<file path="config.mk">
export PLATFORM = sky130hd
export DESIGN_NAME = dht_timer
export DESIGN_NICKNAME = d
export VERILOG_FILES = /design/src/pkg/dht_pkg.sv /design/src/hdl/dht_timer.sv
export SDC_FILE = /design/constraint.sdc
export NUM_CORES = 1
export LEC_CHECK = 0
export ABC_CLOCK_PERIOD_IN_PS = 5300
export BUFFER_PORTS_ARGS = -buffer_cell sky130_fd_sc_hd__buf_2
export CORE_MARGIN = 2
export CORE_UTILIZATION = 60
export CTS_CLUSTER_DIAMETER = 150
export CTS_CLUSTER_SIZE = 16
export DETAILED_ROUTE_END_ITERATION = 16
export PLACE_DENSITY_LB_ADDON = 0.08
export SLEW_MARGIN = 30
export SYNTH_ARGS = -nofsm -noshare
export SYNTH_HDL_FRONTEND = slang
export SYNTH_SLANG_ARGS = --single-unit
</file>
<file path="constraint.sdc">
create_clock -name ref_clk -period 5.3 [get_ports ref_clk]
set_input_delay 0.265 -clock ref_clk [delete_from_list [all_inputs] [get_ports ref_clk]]
set_output_delay 0.265 -clock ref_clk [all_outputs]
set_load 0.005 [all_outputs]
</file>
<file path="src/pkg/dht_pkg.sv">
// Package: register map, field layouts, modes and constants of the timer
package dht_pkg;

  // ************************************************************
  // Register offsets
  // ************************************************************
  localparam logic [7:0] CFG_OFS     = 8'h00;
  localparam logic [7:0] MODE_A_OFS  = 8'h04;
  localparam logic [7:0] MODE_B_OFS  = 8'h08;
  localparam logic [7:0] CTL_OFS     = 8'h0C;
  localparam logic [7:0] MASK_OFS    = 8'h10;
  localparam logic [7:0] RAW_OFS     = 8'h14;
  localparam logic [7:0] MIS_OFS     = 8'h18;
  localparam logic [7:0] CLR_OFS     = 8'h1C;
  localparam logic [7:0] ILR_A_OFS   = 8'h20;
  localparam logic [7:0] ILR_B_OFS   = 8'h24;
  localparam logic [7:0] MATCH_A_OFS = 8'h28;
  localparam logic [7:0] MATCH_B_OFS = 8'h2C;
  localparam logic [7:0] PRE_A_OFS   = 8'h30;
  localparam logic [7:0] PRE_B_OFS   = 8'h34;
  localparam logic [7:0] CNT_A_OFS   = 8'h38;
  localparam logic [7:0] CNT_B_OFS   = 8'h3C;

  // ************************************************************
  // Configuration values and field positions
  // ************************************************************
  localparam logic [2:0] CFG_32    = 3'h0;
  localparam logic [2:0] CFG_RTC   = 3'h1;
  localparam logic [2:0] CFG_SPLIT = 3'h4;
  localparam int CTL_B_LSB   = 8;
  localparam int CTL_OVR_BIT = 6;
  localparam int HALF_STRIDE = 8;
  localparam int TO_BIT      = 0;
  localparam int CM_BIT      = 1;
  localparam int RTC_BIT     = 3;

  // ************************************************************
  // Reset values and clock divider
  // ************************************************************
  localparam logic [15:0] CNT_RST   = 16'hFFFF;
  localparam logic [7:0]  PRE_RST   = 8'h00;
  localparam logic [15:0] RTC_START = 16'h0001;
  localparam int RTC_IN_HZ  = 32768;
  localparam int RTC_OUT_HZ = 1;
  localparam int RTC_DIV    = RTC_IN_HZ / RTC_OUT_HZ;
  localparam logic [14:0] RTC_DIV_LAST = 15'(RTC_DIV - 1);

  // ************************************************************
  // Types
  // ************************************************************
  typedef enum logic [1:0] {
    MODE_OFF, MODE_ONESHOT, MODE_PERIODIC, MODE_CAPTURE
  } dht_mode_e;
  typedef enum logic [1:0] {
    EDGE_RISE, EDGE_FALL, EDGE_NONE, EDGE_BOTH
  } dht_edge_e;
  typedef struct packed {
    logic      half_capture_mode;
    dht_mode_e half_mode_field;
  } dht_mode_s;
  typedef struct packed {
    logic      half_conv_trigger_en;
    dht_edge_e half_edge_select;
    logic      half_debug_freeze;
    logic      half_enable;
  } dht_ctl_s;
  typedef struct packed {
    logic        wr;
    logic        rd;
    logic [7:0]  addr;
    logic [31:0] wdata;
  } dht_bus_s;

endpackage

</file>
<file path="src/hdl/dht_timer.sv">
// Dual half timer: two 16-bit counters, joined 32-bit timer or clock
//
// The implementer's own choices: the strobed register port and the placing of the registers.
`timescale 1ns/1ns
module dht_timer (
  input  logic              ref_clk,
  input  logic              rst,
  input  dht_pkg::dht_bus_s bus_req,
  output logic [31:0]       bus_rdata,
  input  logic              capture_pin_a,
  input  logic              capture_pin_b,
  input  logic              debug_halt,
  output logic              conv_trigger,
  output logic              int_req
);
  import dht_pkg::*;

  // ************************************************************
  // Declarations
  // ************************************************************
  logic [2:0]  cfg_reg;
  dht_mode_s   mode_reg [2];
  dht_ctl_s    ctl_reg [2];
  logic        ovr_reg;
  logic [15:0] mask_reg;
  logic [15:0] raw_reg;
  logic [15:0] evt;
  logic [15:0] clr_bits;
  logic [15:0] ilr_reg [2];
  logic [15:0] match_reg [2];
  logic [15:0] cnt_reg [2];
  logic [15:0] cnt_next [2];
  logic [7:0]  pre_reg [2];
  logic [7:0]  pcnt_reg [2];
  logic [7:0]  pcnt_next [2];
  logic [15:0] ilr_wd [2];
  logic [15:0] match_wd [2];
  logic [1:0]  ilr_we;
  logic [1:0]  match_we;
  logic [1:0]  to_evt;
  logic [1:0]  cm_evt;
  logic [1:0]  en_clr;
  logic [1:0]  frz;
  logic [1:0]  pins;
  logic [1:0]  rise;
  logic [1:0]  fall;
  logic [1:0]  pin_edge;
  logic [2:0]  sync_reg [2];
  logic [14:0] rtc_div_reg;
  logic [31:0] full;
  logic [31:0] full_ilr;
  logic [31:0] full_match;
  logic [15:0] dec;
  logic        rtc_evt;
  logic        rtc_tick;
  logic        rtc_select;
  logic        rtc_frz;
  logic        wide;
  logic        split;
  logic        wr;
  logic [7:0]  addr;
  logic [31:0] wdata;

  assign wr    = bus_req.wr;
  assign addr  = bus_req.addr;
  assign wdata = bus_req.wdata;
  assign pins  = {capture_pin_b, capture_pin_a};
  assign wide  = (cfg_reg == CFG_32) || (cfg_reg == CFG_RTC);
  assign split = (cfg_reg == CFG_SPLIT);
  assign full       = {cnt_reg[1], cnt_reg[0]};
  assign full_ilr   = {ilr_reg[1], ilr_reg[0]};
  assign full_match = {match_reg[1], match_reg[0]};

  // ************************************************************
  // Pin synchronisers and edge select
  // ************************************************************

  // Stage 0 feeds stage 1 only; stage 2 is history for edges
  always_ff @(posedge ref_clk) begin
    for (int i = 0; i < 2; i++) begin
      if (rst) begin
        sync_reg[i] <= 3'h0;
      end else begin
        sync_reg[i] <= {sync_reg[i][1:0], pins[i]};
      end
    end
  end

  // Edges need two-clock pin levels to be seen reliably
  always_comb begin
    for (int i = 0; i < 2; i++) begin
      rise[i] = sync_reg[i][1] & ~sync_reg[i][2];
      fall[i] = ~sync_reg[i][1] & sync_reg[i][2];
      case (ctl_reg[i].half_edge_select)
        EDGE_RISE: pin_edge[i] = rise[i];
        EDGE_FALL: pin_edge[i] = fall[i];
        EDGE_BOTH: pin_edge[i] = rise[i] | fall[i];
        default:   pin_edge[i] = 1'b0;
      endcase
    end
  end

  // ************************************************************
  // Real-time clock divider
  // ************************************************************

  // Counts rising edges of pin A; one tick per RTC_DIV edges
  always_ff @(posedge ref_clk) begin
    if (rst || cfg_reg != CFG_RTC) begin
      rtc_div_reg <= 15'h0000;
    end else if (rise[0]) begin
      if (rtc_div_reg == RTC_DIV_LAST) begin
        rtc_div_reg <= 15'h0000;
      end else begin
        rtc_div_reg <= rtc_div_reg + 15'h0001;
      end
    end
  end

  assign rtc_tick = (cfg_reg == CFG_RTC) && rise[0] && (rtc_div_reg == RTC_DIV_LAST);

  // ************************************************************
  // Write decode
  // ************************************************************

  // In joined modes a half A load or match write also covers half B
  always_comb begin
    ilr_we[0]   = wr && (addr == ILR_A_OFS);
    ilr_we[1]   = wr && ((addr == ILR_B_OFS) || ((addr == ILR_A_OFS) && wide));
    ilr_wd[0]   = wdata[15:0];
    ilr_wd[1]   = (addr == ILR_A_OFS) ? wdata[31:16] : wdata[15:0];
    match_we[0] = wr && (addr == MATCH_A_OFS);
    match_we[1] = wr && ((addr == MATCH_B_OFS) || ((addr == MATCH_A_OFS) && wide));
    match_wd[0] = wdata[15:0];
    match_wd[1] = (addr == MATCH_A_OFS) ? wdata[31:16] : wdata[15:0];
    clr_bits    = (wr && addr == CLR_OFS) ? wdata[15:0] : 16'h0000;
    rtc_select  = wr && (addr == CFG_OFS) && (wdata[2:0] == CFG_RTC)
                  && (cfg_reg != CFG_RTC);
  end

  // ************************************************************
  // Counting engine
  // ************************************************************

  assign frz[0]  = debug_halt & ctl_reg[0].half_debug_freeze;
  assign frz[1]  = debug_halt & ctl_reg[1].half_debug_freeze;
  assign rtc_frz = debug_halt & (|frz) & ~ovr_reg;

  // Next counts and events; load writes outside clock mode override the counts in the flops
  always_comb begin
    for (int i = 0; i < 2; i++) begin
      cnt_next[i]  = cnt_reg[i];
      pcnt_next[i] = pcnt_reg[i];
    end
    to_evt  = 2'b00;
    cm_evt  = 2'b00;
    en_clr  = 2'b00;
    rtc_evt = 1'b0;
    dec     = 16'h0000;
    if (cfg_reg == CFG_32) begin
      if (ctl_reg[0].half_enable && !frz[0]) begin
        if (full == 32'h0000_0000) begin
          {cnt_next[1], cnt_next[0]} = full_ilr;
          to_evt[0] = 1'b1;
          if (mode_reg[0].half_mode_field == MODE_ONESHOT) begin
            en_clr[0] = 1'b1;
          end
        end else begin
          {cnt_next[1], cnt_next[0]} = full - 32'h0000_0001;
        end
      end
    end else if (cfg_reg == CFG_RTC) begin
      if (ctl_reg[0].half_enable && rtc_tick && !rtc_frz) begin
        if (full == full_match) begin
          {cnt_next[1], cnt_next[0]} = 32'h0000_0000;
          rtc_evt = 1'b1;
        end else begin
          {cnt_next[1], cnt_next[0]} = full + 32'h0000_0001;
        end
      end
    end else if (split) begin
      // Each half on its own, any mode combination
      for (int i = 0; i < 2; i++) begin
        if (ctl_reg[i].half_enable && !frz[i]) begin
          if (mode_reg[i].half_mode_field == MODE_ONESHOT ||
              mode_reg[i].half_mode_field == MODE_PERIODIC) begin
            if (pcnt_reg[i] != PRE_RST) begin
              pcnt_next[i] = pcnt_reg[i] - 8'h01;
            end else if (cnt_reg[i] == 16'h0000) begin
              cnt_next[i]  = ilr_reg[i];
              pcnt_next[i] = pre_reg[i];
              to_evt[i]    = 1'b1;
              if (mode_reg[i].half_mode_field == MODE_ONESHOT) begin
                en_clr[i] = 1'b1;
              end
            end else begin
              cnt_next[i]  = cnt_reg[i] - 16'h0001;
              pcnt_next[i] = pre_reg[i];
            end
          end else if (mode_reg[i].half_mode_field == MODE_CAPTURE &&
                       !mode_reg[i].half_capture_mode && pin_edge[i]) begin
            // Edge count ignores the prescaler
            dec = cnt_reg[i] - 16'h0001;
            if (dec == match_reg[i]) begin
              cnt_next[i] = ilr_reg[i];
              cm_evt[i]   = 1'b1;
              en_clr[i]   = 1'b1;
            end else begin
              cnt_next[i] = dec;
            end
          end
        end
      end
    end
  end

  // Counter flops; outside clock mode a load write wins so the new value runs next
  always_ff @(posedge ref_clk) begin
    for (int i = 0; i < 2; i++) begin
      if (rst) begin
        cnt_reg[i]  <= CNT_RST;
        pcnt_reg[i] <= PRE_RST;
      end else if (rtc_select) begin
        cnt_reg[i]  <= (i == 0) ? RTC_START : 16'h0000;
        pcnt_reg[i] <= PRE_RST;
      end else if (ilr_we[i] && cfg_reg != CFG_RTC) begin
        cnt_reg[i]  <= ilr_wd[i];
        pcnt_reg[i] <= pcnt_next[i];
      end else begin
        cnt_reg[i]  <= cnt_next[i];
        pcnt_reg[i] <= pcnt_next[i];
      end
    end
  end

  // ************************************************************
  // Software registers
  // ************************************************************

  // Configuration, modes and mask
  always_ff @(posedge ref_clk) begin
    if (rst) begin
      cfg_reg     <= CFG_32;
      mode_reg[0] <= '0;
      mode_reg[1] <= '0;
      mask_reg    <= 16'h0000;
    end else if (wr) begin
      if (addr == CFG_OFS) begin
        cfg_reg <= wdata[2:0];
      end else if (addr == MODE_A_OFS) begin
        mode_reg[0] <= dht_mode_s'(wdata[2:0]);
      end else if (addr == MODE_B_OFS) begin
        mode_reg[1] <= dht_mode_s'(wdata[2:0]);
      end else if (addr == MASK_OFS) begin
        mask_reg <= wdata[15:0];
      end
    end
  end

  // Control; a software write beats the hardware clear of enable
  always_ff @(posedge ref_clk) begin
    if (rst) begin
      ctl_reg[0] <= '0;
      ctl_reg[1] <= '0;
      ovr_reg    <= 1'b0;
    end else if (wr && addr == CTL_OFS) begin
      ctl_reg[0] <= dht_ctl_s'(wdata[4:0]);
      ctl_reg[1] <= dht_ctl_s'(wdata[CTL_B_LSB +: 5]);
      ovr_reg    <= wdata[CTL_OVR_BIT];
    end else begin
      for (int i = 0; i < 2; i++) begin
        if (en_clr[i]) begin
          ctl_reg[i].half_enable <= 1'b0;
        end
      end
    end
  end

  // Load, match and prescale values
  always_ff @(posedge ref_clk) begin
    for (int i = 0; i < 2; i++) begin
      if (rst) begin
        ilr_reg[i]   <= CNT_RST;
        match_reg[i] <= CNT_RST;
        pre_reg[i]   <= PRE_RST;
      end else begin
        if (ilr_we[i]) begin
          ilr_reg[i] <= ilr_wd[i];
        end
        if (match_we[i]) begin
          match_reg[i] <= match_wd[i];
        end
        if (wr && addr == (i == 0 ? PRE_A_OFS : PRE_B_OFS)) begin
          pre_reg[i] <= wdata[7:0];
        end
      end
    end
  end

  // ************************************************************
  // Status, interrupt and trigger
  // ************************************************************

  always_comb begin
    evt = 16'h0000;
    evt[TO_BIT]               = to_evt[0];
    evt[CM_BIT]               = cm_evt[0];
    evt[RTC_BIT]              = rtc_evt;
    evt[TO_BIT + HALF_STRIDE] = to_evt[1];
    evt[CM_BIT + HALF_STRIDE] = cm_evt[1];
  end

  // Sticky flags; a new event in the clear cycle survives
  always_ff @(posedge ref_clk) begin
    if (rst) begin
      raw_reg <= 16'h0000;
    end else begin
      raw_reg <= (raw_reg & ~clr_bits) | evt;
    end
  end

  // Masked view drives the controller interrupt
  assign int_req = |(raw_reg & mask_reg);

  // Trigger is gated only by its enable, not by the mask
  always_ff @(posedge ref_clk) begin
    if (rst) begin
      conv_trigger <= 1'b0;
    end else begin
      conv_trigger <= (to_evt[0] & ctl_reg[0].half_conv_trigger_en) |
                      (to_evt[1] & ctl_reg[1].half_conv_trigger_en);
    end
  end

  // ************************************************************
  // Read port
  // ************************************************************

  // Data valid the cycle after the read strobe; unmapped reads zero
  always_ff @(posedge ref_clk) begin
    if (rst) begin
      bus_rdata <= 32'h0000_0000;
    end else if (bus_req.rd) begin
      if (addr == CFG_OFS) begin
        bus_rdata <= 32'(cfg_reg);
      end else if (addr == MODE_A_OFS) begin
        bus_rdata <= 32'(mode_reg[0]);
      end else if (addr == MODE_B_OFS) begin
        bus_rdata <= 32'(mode_reg[1]);
      end else if (addr == CTL_OFS) begin
        bus_rdata <= 32'({ctl_reg[1], 1'b0, ovr_reg, 1'b0, ctl_reg[0]});
      end else if (addr == MASK_OFS) begin
        bus_rdata <= 32'(mask_reg);
      end else if (addr == RAW_OFS) begin
        bus_rdata <= 32'(raw_reg);
      end else if (addr == MIS_OFS) begin
        bus_rdata <= 32'(raw_reg & mask_reg);
      end else if (addr == ILR_A_OFS) begin
        bus_rdata <= wide ? full_ilr : 32'(ilr_reg[0]);
      end else if (addr == ILR_B_OFS) begin
        bus_rdata <= 32'(ilr_reg[1]);
      end else if (addr == MATCH_A_OFS) begin
        bus_rdata <= wide ? full_match : 32'(match_reg[0]);
      end else if (addr == MATCH_B_OFS) begin
        bus_rdata <= 32'(match_reg[1]);
      end else if (addr == PRE_A_OFS) begin
        bus_rdata <= 32'(pre_reg[0]);
      end else if (addr == PRE_B_OFS) begin
        bus_rdata <= 32'(pre_reg[1]);
      end else if (addr == CNT_A_OFS) begin
        bus_rdata <= wide ? full : 32'(cnt_reg[0]);
      end else if (addr == CNT_B_OFS) begin
        bus_rdata <= 32'(cnt_reg[1]);
      end else begin
        bus_rdata <= 32'h0000_0000;
      end
    end else begin
      bus_rdata <= 32'h0000_0000;
    end
  end

  // ************************************************************
  // Checks
  // ************************************************************

  a_reset_state:
    assert property (@(posedge ref_clk) disable iff (rst)
      $fell(rst) |-> cnt_reg[0] == CNT_RST && cnt_reg[1] == CNT_RST &&
      ilr_reg[1] == CNT_RST && pcnt_reg[0] == PRE_RST && cfg_reg == CFG_32)
    else $error("state after reset wrong");

  a_joined_halves:
    assert property (@(posedge ref_clk) disable iff (rst)
      !split |-> to_evt[1] == 1'b0 && cm_evt == 2'b00)
    else $error("half event outside split mode");

  a_wide_write:
    assert property (@(posedge ref_clk) disable iff (rst)
      (wr && addr == ILR_A_OFS && wide) |=>
      full_ilr == $past(wdata))
    else $error("wide load write split wrong");

  a_wide_read:
    assert property (@(posedge ref_clk) disable iff (rst)
      (bus_req.rd && addr == CNT_A_OFS && wide) |=> bus_rdata == $past(full))
    else $error("wide count read wrong");

  a_wide_reload:
    assert property (@(posedge ref_clk) disable iff (rst)
      (cfg_reg == CFG_32 && ctl_reg[0].half_enable && !frz[0] &&
       full == 32'h0000_0000 && ilr_we == 2'b00 && !rtc_select) |=>
      full == $past(full_ilr) && raw_reg[TO_BIT])
    else $error("joined reload or flag missing");

  a_oneshot_stop:
    assert property (@(posedge ref_clk) disable iff (rst)
      (to_evt[0] && mode_reg[0].half_mode_field == MODE_ONESHOT &&
       !(wr && addr == CTL_OFS)) |=> !ctl_reg[0].half_enable)
    else $error("one-shot kept running");

  a_flag_hold:
    assert property (@(posedge ref_clk) disable iff (rst)
      (raw_reg[TO_BIT] && !clr_bits[TO_BIT]) |=> raw_reg[TO_BIT])
    else $error("time-out flag lost");

  a_trigger_gate:
    assert property (@(posedge ref_clk) disable iff (rst)
      conv_trigger |-> $past((to_evt[0] && ctl_reg[0].half_conv_trigger_en) ||
                             (to_evt[1] && ctl_reg[1].half_conv_trigger_en)))
    else $error("trigger without enabled time-out");

  a_load_write:
    assert property (@(posedge ref_clk) disable iff (rst)
      (ilr_we[0] && cfg_reg == CFG_32) |=> cnt_reg[0] == $past(wdata[15:0]))
    else $error("written load not in counter");

  a_debug_freeze:
    assert property (@(posedge ref_clk) disable iff (rst)
      (cfg_reg == CFG_32 && frz[0] && !wr) |=> full == $past(full))
    else $error("counter moved while frozen");

  a_clock_start:
    assert property (@(posedge ref_clk) disable iff (rst)
      rtc_select |=> full == 32'h0000_0001)
    else $error("clock mode did not start at one");

  a_clock_roll:
    assert property (@(posedge ref_clk) disable iff (rst)
      rtc_evt |=> full == 32'h0000_0000 && raw_reg[RTC_BIT])
    else $error("clock match did not roll over");

  a_clock_override:
    assert property (@(posedge ref_clk) disable iff (rst)
      (cfg_reg == CFG_RTC && ctl_reg[0].half_enable && rtc_tick && ovr_reg &&
       full != full_match && !wr) |=> full == $past(full) + 32'h0000_0001)
    else $error("clock stalled despite override");

  a_prescale_step:
    assert property (@(posedge ref_clk) disable iff (rst)
      (split && ctl_reg[0].half_enable && !frz[0] && !wr &&
       mode_reg[0].half_mode_field == MODE_PERIODIC && pcnt_reg[0] != PRE_RST)
      |=> cnt_reg[0] == $past(cnt_reg[0]) &&
          pcnt_reg[0] == $past(pcnt_reg[0]) - 8'h01)
    else $error("prescaler step wrong");

  a_edge_match:
    assert property (@(posedge ref_clk) disable iff (rst)
      (cm_evt[0] && !wr) |=> !ctl_reg[0].half_enable && raw_reg[CM_BIT] &&
      cnt_reg[0] == $past(ilr_reg[0]))
    else $error("edge match handling wrong");

endmodule

</file>
==> impl_metrics.csv <==
group,metric,value,unit
worst_hold_path,min-delay-path-class,"input port to register",
floorplanning,rows,58,
worst_setup_path,arrival,4880,ps
sta,setup_viol,0,
worst_setup_path,r2r_cells,11,
finish,layout-drive-gt1-share,10.7,%
placed_design,place_ws,793,ps
run_status,outcome,"finished, final reports clean",
detailed_routing,drt-pass1-iter-count,8,
placed_design,hpwl,45300,um
sta,worst_pin_slew,1090,ps
global_route,grt_remaining_overflow,0,
floorplanning,die_h,164,um
global_route,grt_antenna_before_repair,2,
worst_hold_path,hold_path_depth,2,
floorplanning,die_w,164,um
clock_tree,cts_root_buffer,"clkbuf_16",
placed_design,place_inst,2134,
clock_tree,holdBufCountCts,1,
floorplanning,core,25100,sq um
pwr,p_sw,1.20,mW
floorplanning,die-area,26800,sq um
run,cap_violations,0,
worst_setup_path,cp_data_required_time,5560,ps
clock_tree,htree_levels,1,
placed_design,io_buffers,80,
detailed_routing,via_per_inst,7.23,
global_route,grt_pass1_vias,14300,
sta,finalHoldViolCount,0,
clock_tree,clock-sinks,234,
detailed_routing,first_iter_violations,3021,
global_route,gr-usage-all-layers,45.9,%
pwr,p_leak,5.66,nW
floorplanning,start_util,61.0,%
sta,fin_worst_skew,32.6,ps
yosys,synth_warnings,0,
global_route,use_met3,13.3,%
worst_hold_path,min_from,"capture_pin_b",
global_route,grt_pass1_wl,90700,um
placed_design,gp_congestion,1.10,
global_route,grt-busiest-layer,"met2",
global_route,met1_usage,61.2,%
worst_setup_path,crit_type,"register to register",
pwr,total_power,4.08,mW
sta,fin_crit_sh,87.2,%
sta,setup_slack,680,ps
worst_setup_path,reg2reg_to,"cnt_reg[0][5]",
finish,areaGrowthSynthToFinish,8.21,%
worst_setup_path,r2r_setup_slack,680,ps
sta,fmax,216,MHz
finish,diodes,0,
clock_tree,cts_setup_buffers,0,
detailed_routing,antenna_left,0,
global_route,met2_usage,67.6,%
yosys,ys_types,79,
pwr,p_int,2.88,mW
finish,instances_no_fill,2167,
clock_tree,clk_latency,520,ps
detailed_routing,wire_per_inst,28.7,um
sta,drv_slew,0,
worst_setup_path,cp-startpoint,"cnt_reg[0][0]",
finish,final_cell_mix,"nand2_1, nor2_1, edfxtp_1",
clock_tree,path_clk_slew,90,ps
yosys,synth.ff_latch_count,234,
detailed_routing,route.detailed.drc,0,
pwr,powerDensity,246,nW/um^2
worst_setup_path,end_kind,"register",
global_route,grt_max_degree,46,
yosys,avgSynthCellArea,8.49,sq um
pwr,pwr-share-seq,52.8,%
yosys,ys_seq_area_share,40.0,%
clock_tree,numCtsBuffers,18,
worst_setup_path,crit_path_max_fanout,18,
finish,layout_commonest_cell,"nand2_1",
clock_tree,cts_max_path_buffers,3,
worst_setup_path,start_kind,"register",
yosys,synth_edf_count,144,
detailed_routing,wl,62200,um
yosys,netlist_area,15300,sq um
finish,fillers,2104,
detailed_routing,vias,15700,
clock_tree,tritoncts,"built",
sta,rsz0062_at_grt,"false",
sta,finalCriticalPeriod,4620,ps
yosys,ys.flop_type,"edfxtp_1",
clock_tree,cts-resized-gates,0,
yosys,synth_cells,1804,
yosys,ys_async_sr_fraction,0,%
pwr,sw_frac_of_total,29.4,%
sta,maxSlewHeadroom,26.5,%
pwr,irDropWorstVdd,276,uV
worst_hold_path,hold_end,"sync_reg[1][0]",
pwr,p_clk_share,32.9,%
pwr,p_comb_share,14.3,%
floorplanning,ioPinCount,81,
worst_setup_path,timing.rr.start,"cnt_reg[0][0]",
finish,fin_nets,1890,
sta,setup_tns,0,ps
## synthesized netlist by cell type, types with 19 or more instances
library cell | number | area (sq um)
edfxtp_1 | 144 | 4320
a222oi_1 | 30 | 300
dfxtp_1 | 90 | 1800
nor3_1 | 48 | 240
clkbuf_1 | 115 | 432
and3_1 | 23 | 144
a21oi_1 | 130 | 651
inv_1 | 28 | 105
nand2b_1 | 24 | 150
o221ai_1 | 19 | 166
a221oi_1 | 23 | 201
xnor2_1 | 68 | 596
nand3_1 | 69 | 345
o21ai_0 | 79 | 395
xor2_1 | 40 | 350
nand2_1 | 233 | 875
and2_1 | 36 | 225
mux2i_1 | 52 | 521
nor2_1 | 185 | 694
nand4_1 | 34 | 213
or3_1 | 43 | 269
## through the flow
step / hold WS, ps / utilization [%] / instance area, sq um
after global routing: 69.5 / 66.0 / 16600
after CTS: 68.4 / 65.9 / 16500
after floorplan: 352 / - / 15400
after detailed placement: 435 / 63.8 / 16000
after global placement: 429 / 63.7 / 16000
final: 69.3 / 66.0 / 16600
## metal layers
| metal | wire, um | vias to the layer above | part of all wire [%] |
|---|---|---|---|
| met5 | 22 | - | 0.035 |
| met4 | 4680 | 2 | 7.5 |
| met3 | 10300 | 317 | 17 |
| met2 | 25600 | 1490 | 41 |
| met1 | 21600 | 7178 | 35 |
| li1 | - | 6681 | - |
## power by group through the flow
stage	clock network, mW	logic (mW)	registers, mW
detailed placement	0	0.550	2.18
finish	1.34	0.585	2.15
global route	1.38	0.611	2.15
floorplan	0	0.400	2.08
CTS	1.33	0.554	2.14
global placement	0	0.546	2.18
## critical path, cell delays in order (launching register included)
cell and delay [ps]:
edfxtp_1 590, inv_1 180, ha_1 380, nor3b_1 490, nand3_1 300, xnor2_1 260
o2111ai_1 150, or4b_4 580, nor3_4 650, nor3_2 120, a221o_1 360, a221o_1 310
## worst max path at each step
stage	end	cells after the start
floorplan	cnt_reg[0][11]	14
global placement	cnt_reg[0][5]	11
detailed placement	cnt_reg[0][5]	11
CTS	cnt_reg[0][5]	11
global route	cnt_reg[0][11]	11
finish	cnt_reg[0][5]	11
## cells by family (layout without fill, tap and decap cells)
logic type	Yosys count	in the layout	synth area share, %
XOR/XNOR	108	108	6.18
buffers and inverters	170	188	4.34
flip-flops	234	234	40.0
AO/OA/AOI/OAI	431	431	18.8
other	1	16	0.0245
AND/OR/NAND/NOR	776	776	24.7
multiplexers	66	66	4.43
adder cells (fa/ha/maj)	18	18	1.47
## layout make-up
type	count	area (sq um)	share of cell area (%)
Multi-Input combinational cell	1415	8630	52.1
Sequential cell	234	6130	37.0
Timing Repair Buffer	127	756	4.56
Clock buffer	31	520	3.14
Tap cell	330	413	2.49
Inverter	29	109	0.657
Clock inverter	1	7.51	0.0453
(Power assumes the default switching activity.)
